**config.mk**
```make
export PLATFORM = sky130hd
export DESIGN_NAME = ssd_core
export DESIGN_NICKNAME = d
export VERILOG_FILES = /design/src/common/ssd_pkg.sv /design/src/verilog/ssd_alu.sv /design/src/verilog/ssd_core.sv
export SDC_FILE = /design/constraint.sdc
export NUM_CORES = 1
export LEC_CHECK = 0
export CELL_PAD_IN_SITES_DETAIL_PLACEMENT = 1
export CELL_PAD_IN_SITES_GLOBAL_PLACEMENT = 2
export CORE_MARGIN = 2
export CORE_UTILIZATION = 38
export CTS_CLUSTER_SIZE = 12
export DETAILED_ROUTE_END_ITERATION = 7
export DONT_BUFFER_PORTS = 1
export PLACE_DENSITY = 0.94
export SLEW_MARGIN = 25
export SYNTH_ARGS = -nofsm -noshare
export SYNTH_HDL_FRONTEND = slang
export SYNTH_SLANG_ARGS = --single-unit
```
**constraint.sdc**
```tcl
create_clock -name clk -period 8 [get_ports clk]
set_clock_uncertainty 0.2 [all_clocks]
set_input_delay 1.6 -clock clk [delete_from_list [all_inputs] [get_ports clk]]
set_output_delay 1.6 -clock clk [all_outputs]
set_load 0.1 [all_outputs]
```
**src/common/ssd_pkg.sv**
```systemverilog
// package for the subtract instruction datapath
// Behaviour
// - register-form subtract computes register minus accumulator, 8-bit two's complement
// - destination bit 0 writes result to accumulator, register unchanged
// - destination bit 1 writes result back to the source register
// - bank bit 0 with extended set off addresses the fast access bank
// - bank bit 1 combines operand with bank selector to pick the bank
// - extended set on, bank bit 0, operand up to 5Fh uses indexed offset
package ssd_pkg;
    localparam int DATA_W       = 8;
    localparam int ADDR_W       = 12;
    localparam int BANK_W       = 4;
    localparam logic [7:0] IDX_LIMIT    = 8'h5F;
    localparam logic [7:0] ACCESS_SPLIT = 8'h60;
    localparam logic [3:0] ACCESS_HIGH  = 4'hF;
    localparam logic [7:0] ACC_RESET    = 8'h00;
    localparam logic [4:0] FLAGS_RESET  = 5'h00;
    localparam int FLAG_C  = 0;
    localparam int FLAG_DC = 1;
    localparam int FLAG_Z  = 2;
    localparam int FLAG_OV = 3;
    localparam int FLAG_N  = 4;

    typedef enum logic [1:0] {SSD_OP_NONE, SSD_OP_LIT, SSD_OP_FILE} ssd_op_type;

    typedef struct packed {
        ssd_op_type  op;
        logic [7:0]  operand;
        logic        dest_sel;
        logic        bank_sel;
    } ssd_instr_type;

    typedef struct packed {
        logic [11:0] addr;
        logic [7:0]  data;
        logic        en;
    } ssd_wr_type;
endpackage

```
**src/verilog/ssd_alu.sv**
```systemverilog
// 8-bit subtractor producing result and status flags
module ssd_alu
    import ssd_pkg::*;
(
    input  wire logic [7:0] minuend,
    input  wire logic [7:0] subtrahend,
    output logic [7:0]      diff,
    output logic [4:0]      flags
);
    logic [8:0] full;
    logic [4:0] low;

    always_comb
    begin
        // carry set means no borrow
        full = {1'b0, minuend} + {1'b0, ~subtrahend} + 9'h001;
        low  = {1'b0, minuend[3:0]} + {1'b0, ~subtrahend[3:0]} + 5'h01;
        diff = full[7:0];
        flags = 5'h00;
        flags[FLAG_C]  = full[8];
        flags[FLAG_DC] = low[4];
        flags[FLAG_Z]  = (full[7:0] == 8'h00);
        flags[FLAG_N]  = full[7];
        flags[FLAG_OV] = (minuend[7] != subtrahend[7]) && (full[7] != minuend[7]);
    end
endmodule

```
**src/verilog/ssd_core.sv**
```systemverilog
// subtract datapath: operand routing, subtract and writeback
module ssd_core
    import ssd_pkg::*;
(
    input  wire logic          clk,
    input  wire logic          rstn,
    input  wire ssd_instr_type instr,
    input  wire logic          ext_set_en,
    input  wire logic [3:0]    bank_selector,
    input  wire logic [11:0]   index_base,
    input  wire logic [7:0]    file_rd_data,
    output logic [11:0]        file_rd_addr,
    output ssd_wr_type         file_wr_r,
    output logic [7:0]         acc_r,
    output logic [4:0]         flags_r,
    output logic               done_r
);
    // how the register operand becomes a data memory address
    typedef enum logic [1:0] {
        SSD_AM_BANK,
        SSD_AM_INDEX,
        SSD_AM_ACCESS
    } ssd_amode_type;

    // decode of the instruction on the bus this cycle
    logic          is_lit;
    logic          is_file;
    logic          to_acc;
    logic          to_reg;
    ssd_amode_type amode;
    logic [11:0]   addr;
    logic [7:0]    minuend;
    logic [7:0]    diff;
    logic [4:0]    flags;

    // next values, one group per register
    logic [7:0]    acc_nxt;
    logic [4:0]    flags_nxt;
    ssd_wr_type    file_wr_nxt;
    logic          done_nxt;

    // any opcode that the datapath executes; code 3 is never issued
    function automatic logic op_runs(input ssd_op_type op);
        op_runs = (op == SSD_OP_LIT) || (op == SSD_OP_FILE);
    endfunction

    // result lands in the accumulator: literal form, or register form with dest 0
    function automatic logic op_to_acc(input ssd_op_type op, input logic d);
        op_to_acc = (op == SSD_OP_LIT) || ((op == SSD_OP_FILE) && !d);
    endfunction

    // bank bit wins over the extended set; indexing covers only the low window
    function automatic ssd_amode_type addr_mode(input logic [7:0] f, input logic a,
                                                input logic ext);
        if (a)
        begin
            addr_mode = SSD_AM_BANK;
        end
        else if (ext && (f <= IDX_LIMIT))
        begin
            addr_mode = SSD_AM_INDEX;
        end
        else
        begin
            addr_mode = SSD_AM_ACCESS;
        end
    endfunction

    // access bank: low part at the bottom of memory, high part in the top page
    function automatic logic [11:0] access_addr(input logic [7:0] f);
        if (f < ACCESS_SPLIT)
        begin
            access_addr = {4'h0, f};
        end
        else
        begin
            access_addr = {ACCESS_HIGH, f};
        end
    endfunction

    // one subtractor serves both forms
    ssd_alu u_alu (
        .minuend    (minuend),
        .subtrahend (acc_r),
        .diff       (diff),
        .flags      (flags)
    );

    // opcode decode shared by the register groups
    always_comb
    begin
        is_lit  = (instr.op == SSD_OP_LIT);
        is_file = (instr.op == SSD_OP_FILE);
        to_acc  = op_to_acc(instr.op, instr.dest_sel);
        to_reg  = is_file && instr.dest_sel;
    end

    // operand source: literal from the instruction, otherwise the register file
    always_comb
    begin
        if (is_lit)
        begin
            minuend = instr.operand;
        end
        else
        begin
            minuend = file_rd_data;
        end
    end

    // index adds wrap inside the 12-bit data space
    always_comb
    begin
        amode = addr_mode(instr.operand, instr.bank_sel, ext_set_en);
        addr  = 12'h000;
        unique case (amode)
            SSD_AM_BANK:
            begin
                addr = {bank_selector, instr.operand};
            end
            SSD_AM_INDEX:
            begin
                addr = 12'(index_base + {4'h0, instr.operand});
            end
            SSD_AM_ACCESS:
            begin
                addr = access_addr(instr.operand);
            end
        endcase
    end

    // not from a flop: the register file has to answer within the cycle
    assign file_rd_addr = addr;

    // accumulator: literal form, or register form with dest 0
    always_comb
    begin
        if (to_acc)
        begin
            acc_nxt = diff;
        end
        else
        begin
            acc_nxt = acc_r;
        end
    end

    always_ff @(posedge clk)
    begin
        if (!rstn)
        begin
            acc_r <= ACC_RESET;
        end
        else
        begin
            acc_r <= acc_nxt;
        end
    end

    // status: both forms update all five flags
    always_comb
    begin
        if (op_runs(instr.op))
        begin
            flags_nxt = flags;
        end
        else
        begin
            flags_nxt = flags_r;
        end
    end

    always_ff @(posedge clk)
    begin
        if (!rstn)
        begin
            flags_r <= FLAGS_RESET;
        end
        else
        begin
            flags_r <= flags_nxt;
        end
    end

    // write back to the source register; en is a one-cycle pulse
    always_comb
    begin
        file_wr_nxt = '0;
        if (to_reg)
        begin
            file_wr_nxt.en   = 1'b1;
            file_wr_nxt.addr = addr;
            file_wr_nxt.data = diff;
        end
    end

    always_ff @(posedge clk)
    begin
        if (!rstn)
        begin
            file_wr_r <= '0;
        end
        else
        begin
            file_wr_r <= file_wr_nxt;
        end
    end

    // completion pulse, one per executed instruction
    always_comb
    begin
        done_nxt = op_runs(instr.op);
    end

    always_ff @(posedge clk)
    begin
        if (!rstn)
        begin
            done_r <= 1'b0;
        end
        else
        begin
            done_r <= done_nxt;
        end
    end
endmodule
```
* Yosys cells after proc, flatten, opt, wreduce, memory -nomap -nowiden
Cells that the tools add are included.
** Storage, ports and cells
- Bits in registers :: 35
- Logic and storage cells :: 37
** Cells by class
- Mux-type cells :: 6
- Reductions and logical operators :: 10
- $add $sub $neg :: 5
- Equality and inequality tests :: 6
- Magnitude comparators :: 2
- Bitwise gates (word level) :: 2
** Operators with widths (count)
- $pmux 12 s3 :: 1
- $add 12x8->12 :: 1
- $mux 12 :: 1
- $add 8x8->9 :: 1
- $add 9x1->9 const B :: 1
- $le 8x7->1 const B :: 1
- $logic_not 8->1 :: 1
- $lt 8x7->1 const B :: 1
- $mux 8 :: 1
- $not 8->8 :: 1
- $add 4x4->5 :: 1
- $add 5x1->5 const B :: 1
- $eq 2x1->1 const B :: 2
- $eq 2x2->1 const B :: 2
- $logic_and 1x1->1 :: 4
- $mux 2 :: 2
- $not 4->4 :: 1
- $logic_not 2->1 :: 1
- $logic_or 1x1->1 :: 2
- $ne 1x1->1 :: 2
- $reduce_and 2->1 :: 1
- $logic_not 1->1 :: 1
- $mux 1 :: 1

* Logic depth before layout (Yosys ltp)
- Word-level depth :: 6
- Gate-level depth with buffers :: 13

* By module
From an unflattened synthesis, not the netlist that was laid out.
** Second synthesis, totals
- Cells, all modules :: 279
- Area total of the unflattened synthesis :: 2391.0 µm²
** Modules (own cells, without submodules)
- ssd_core :: cells an instance 212, sequential area each 700.7 µm², area an instance 1919.3 µm², instances 1
- ssd_alu :: cells an instance 67, sequential area each 0.0 µm², area an instance 471.7 µm², instances 1

* Worst setup path before layout
No wires, ideal clock.
- Kind :: input to output
- From :: in instr[2] in the netlist's numbering
- To :: out file_rd_addr[2]
- Arrival :: 4.459 ns
- Path slack :: 1.741 ns
- Data required time :: 6.200 ns
- Cell stages on the path :: 5
- Cell sequence :: ha_1 inv_1 fa_1 xor2_1 o21ai_0
** Between the ends
- Cells in the longest elaborated chain, start to end :: 6
- Elaborated cells on any way between the ends :: 9
- Classes of those cells :: add/sub (1); order compare (1); eq/ne (2); mux (3); reduce/logical (2)
** Ends and longest elaborated chain
- start: declaration :: RTL line ssd_core.sv:7 : input wire ssd_instr_type instr,
- $le 8x7->1 :: RTL line ssd_core.sv:59 : else if (ext && (f <= IDX_LIMIT))
- $logic_and 1x1->1 :: RTL line ssd_core.sv:59
- $mux 2 :: RTL line ssd_core.sv:59
- $mux 2 :: RTL line ssd_core.sv:55 : if (a)
- $eq 2x2->1, or another cell as far along :: RTL line ssd_core.sv:116 : unique case (amode)
- $pmux 12 s3 (*) :: RTL line ssd_core.sv:116
- end: declaration :: RTL line ssd_core.sv:12 : output logic [11:0] file_rd_addr,
Mark *: on every way between the ends. The rest lies on a longest branch, timed or not.

* Worst setup path after layout
- From :: in instr[2] in the netlist's numbering
- To :: out file_rd_addr[10]
The elaborated chain is that of the path after synthesis.

==> implementation parameters <==
Parameter                              Value

Critical path
  Worst endpoint data arrival time    3.89 ns
  Startpoint of the worst register-to-register path    acc_r[0]
  Critical path endpoint category    output pin
  Endpoint required time on the critical path    6.20 ns
  Critical Path Source Type    input port
  Origin of the worst setup path    instr[2]
  Cell-by-cell listing of the critical path    ha_1, inv_1, fa_1, nor2b_1, o21ai_1, a21boi_2, o21a_1, mux2i_1, or3_1
  Delay of the slowest cell on the worst path    0.74 ns
  Critical path type    in -> out
  Highest-delay cell along the critical path    sky130_fd_sc_hd__or3_1
  Critical path peak fanout    4

Synth
  Proportion of synthesized chip area in sequential cells    32.5%
  Synthesized area    2150 um^2
  Prevailing post-synth register cell    sky130_fd_sc_hd__dfxtp_1
  Flip-flop and latch count after synthesis    35
  Number of distinct library cell variants in the gate-level netlist after synthesis    43
  Net Count, Synth    314
  Async set or reset register ratio after synthesis    0%
  Mapped Avg Cell Area    8.44 um^2
  Number of standard cells after synthesis    255
  Number of enable-type register cells in the synthesized netlist    0
  Number of warnings reported in the yosys synthesis log    0

Final layout
  Area delta synth->final    10.8%
  Final Core Density    43.6%
  Filler cell count in the final layout    670
  Final cell area excluding filler cells    2390 um^2
  Area of all sequential standard cells    701 um^2
  Layout net count    316
  Fraction of final layout cells with drive strength greater than 1    11.6%
  Multi-input gate area    1410 um^2
  Antenna diodes    0
  Filler-free cell count of the finished design    330

Hold path
  Startpoint of the most critical hold path    acc_r[7]
  Min-Delay Path Class    reg -> reg

Route
  Iteration-0 DRC Markers    43
  Routed length per placed instance    17.3 um
  DRT Wirelength    5690 um
  DRC violation count after routing    0
  Via count normalized by instance count    5.36
  1st-pass router iterations    4
  Routed vias    1770
  Detail Route Antenna Nets    0

Place
  Count of buffers inserted at the top-level ports    0
  Total placed cells including tap cells    322
  Area after detailed placement    2270 um^2
  Hpwl dp    4520 um
  Routability Congestion    0.778

Floorplan
  Die Span Y    79.3 um
  Total Die Area    6280 um^2
  Core footprint    5470 um^2
  Starting utilization of the core area    39.3%
  Number of cell rows    27
  Number of I/O pins    86
  Die outline width    79.3 um

Power and ir drop
  Leakage power total    0.997 nW
  Int Power    0.000320 W
  Share of power burned in the clock network    24.4%
  Portion of total power attributed to sequential cells    47.1%
  Power per unit of standard cell area    250 nW/um^2
  Max rail drop VDD    0.000110 V
  Switching part of the total    46.3%
  Switching power    0.000276 W
  Proportion of power drawn by combinational gates    28.5%

STA
  Unrepaired setup endpoints after global routing    false
  Clock period minus worst slack    5.69 ns
  Total Negative Setup Slacks    0 ns
  Actual transition at the worst max-transition pin    1.02 ns
  Final Setup Violations    0
  Final hold viol count    0
  Final critical-path share of the clock period    71.2%
  Max-Slew Margin vs Limit    31.9%
  Achievable clock frequency    176 MHz
  Max Slew Vio Count    0

GRT
  Wire length of the first global-routing pass    9420 um
  Global-route total usage across every layer    19.4%
  Antenna violations before repair    0
  Met2 Resource Use GR    34.3%
  Met1 Usage GRT    22.9%
  Vias in the first global route    1854
  Pin count of the biggest net entering global routing    18
  Grt peak-use layer    met2
  Final global-route overflow total    0
  GRT met3 Usage    6.02%

Status
  Run status    completed

Run
  Max-capacitance violation count    0

Clock tree
  TritonCTS clock tree    yes
  H-tree depth    2
  Buffers inserted by post-CTS timing repair    0
  Cts-stage hold buffer count    0
  Clock Tree Buf Depth    2
  Clock latency reported for the late side of the worst-skew pair    0.29 ns
  Number of buffers inserted during clock tree synthesis    5
  Clock tree root buffer cell    sky130_fd_sc_hd__clkbuf_8
  Gates resized, CTS repair    0
  Clock transition time at the flip-flop clock pins of the worst setup and hold paths    0.07 ns
  # clock sinks    35
[cell type report]
cell class,count,area share [%]
clock buffers,7,4.04
clock inverters,1,0.315
inverters,21,3.30
multi-input cells,193,58.9
flip-flops and latches,35,29.4
well taps,72,3.78
repair buffers,1,0.315
[worst max-delay path: cells and delay by family]
kind | cells | cell delay [ns]
AOI/OAI and AO/OA | 3 | 0.57
buffers and inverters | 1 | 0.05
and+or+nand+nor | 2 | 0.89
muxes | 1 | 0.24
adders and majority gates | 2 | 0.55
[power by group through the flow]
stage	Sequential (W)	Clock [W]	Combinational (W)
after floorplan	0.000282	0	0.000139
after global placement	0.000285	0	0.000164
after detailed placement	0.000285	0	0.000169
after CTS	0.000281	0.000152	0.000171
after global routing	0.000283	0.000159	0.000189
final	0.000281	0.000146	0.000170
[state kept, by name (all words and copies together), names as in the netlist]
register   flops
acc_r          8
file_wr_r     21
flags_r        5
done_r         1
[layer usage]
metal  vias to the layer above  wire [um]
li1                        874          -
met1                       837       2410
met2                        55       2880
met3                         4        367
met4                         0         37
met5                         -          0
[Yosys cell counts, types with 2 or more instances]
master	count	area [um^2]
sky130_fd_sc_hd__mux2i_1	4	40.0
sky130_fd_sc_hd__nor2_1	21	78.8
sky130_fd_sc_hd__xnor2_1	5	43.8
sky130_fd_sc_hd__a21oi_1	13	65.1
sky130_fd_sc_hd__ha_1	18	225
sky130_fd_sc_hd__o21ai_0	23	115
sky130_fd_sc_hd__dfxtp_1	35	701
sky130_fd_sc_hd__clkbuf_1	3	11.3
sky130_fd_sc_hd__nand2b_1	3	18.8
sky130_fd_sc_hd__xor2_1	6	52.6
sky130_fd_sc_hd__o21ai_1	2	10.0
sky130_fd_sc_hd__nand3_1	5	25.0
sky130_fd_sc_hd__or3_1	3	18.8
sky130_fd_sc_hd__o21a_1	4	30.0
sky130_fd_sc_hd__mux2_2	8	90.1
sky130_fd_sc_hd__inv_1	21	78.8
sky130_fd_sc_hd__nor3_1	3	15.0
sky130_fd_sc_hd__fa_1	2	40.0
sky130_fd_sc_hd__and2_1	16	100
sky130_fd_sc_hd__o2bb2ai_1	2	17.5
sky130_fd_sc_hd__nor3b_1	4	30.0
sky130_fd_sc_hd__nand2_1	21	78.8
sky130_fd_sc_hd__a21o_1	3	22.5
sky130_fd_sc_hd__a211oi_2	2	25.0
sky130_fd_sc_hd__nor2b_1	6	37.5
sky130_fd_sc_hd__buf_2	3	15.0
sky130_fd_sc_hd__and3_1	3	18.8
[placed cells by master, fill, tap and decap left out, drive strengths merged, types with 2 or more instances in the layout]
cell type / synthesis / layout
dfxtp: 35 / 35
o21ai: 26 / 26
nand2: 22 / 22
inv: 21 / 21
nor2: 21 / 21
ha: 18 / 18
and2: 16 / 16
a21oi: 13 / 13
mux2: 8 / 8
clkbuf: 3 / 7
nor2b: 6 / 6
xor2: 6 / 6
nand3: 5 / 5
xnor2: 5 / 5
mux2i: 4 / 4
nor3b: 4 / 4
o21a: 4 / 4
a211oi: 4 / 4
or3: 3 / 3
nor3: 3 / 3
a21o: 3 / 3
and3: 3 / 3
nand2b: 3 / 3
o2bb2ai: 2 / 2
fa: 2 / 2
[path summary, 6_finish.rpt]
| path | end | slack (ns) | depth (start not counted) |
|---|---|---|---|
| worst max-delay path | file_rd_addr[10] | 2.31 | 9 |
| worst min-delay path | acc_r[7] | 0.76 | 2 |
| worst max register to register | acc_r[6] | 4.66 | 9 |
| worst min register to register | acc_r[7] | 0.76 | 2 |
[per-stage QoR]
stage                     hold WS, ns  total power (W)  worst slack [ns]
final                           0.758         0.000597              2.31
after global routing            0.836         0.000631              2.13
after CTS                       0.766         0.000604              2.29
after detailed placement        0.763         0.000454              2.29
after global placement          0.732         0.000449              2.36
after floorplan                 0.709         0.000421              1.74
[kinds of logic (layout without fill, tap and decap cells)]
group                      after synthesis  count (layout)  share of synthesized area (%)
AOI/OAI and AO/OA                       62              62                           19.1
buffers and inverters                   27              30                           4.88
and+or+nand+nor                         88              88                           20.7
DFF                                     35              35                           32.5
adders and majority gates               20              20                           12.3
muxes                                   12              12                           6.04
xor gates and xnor gates                11              11                           4.47
No activity file was read; power rests on OpenSTA's default activity.
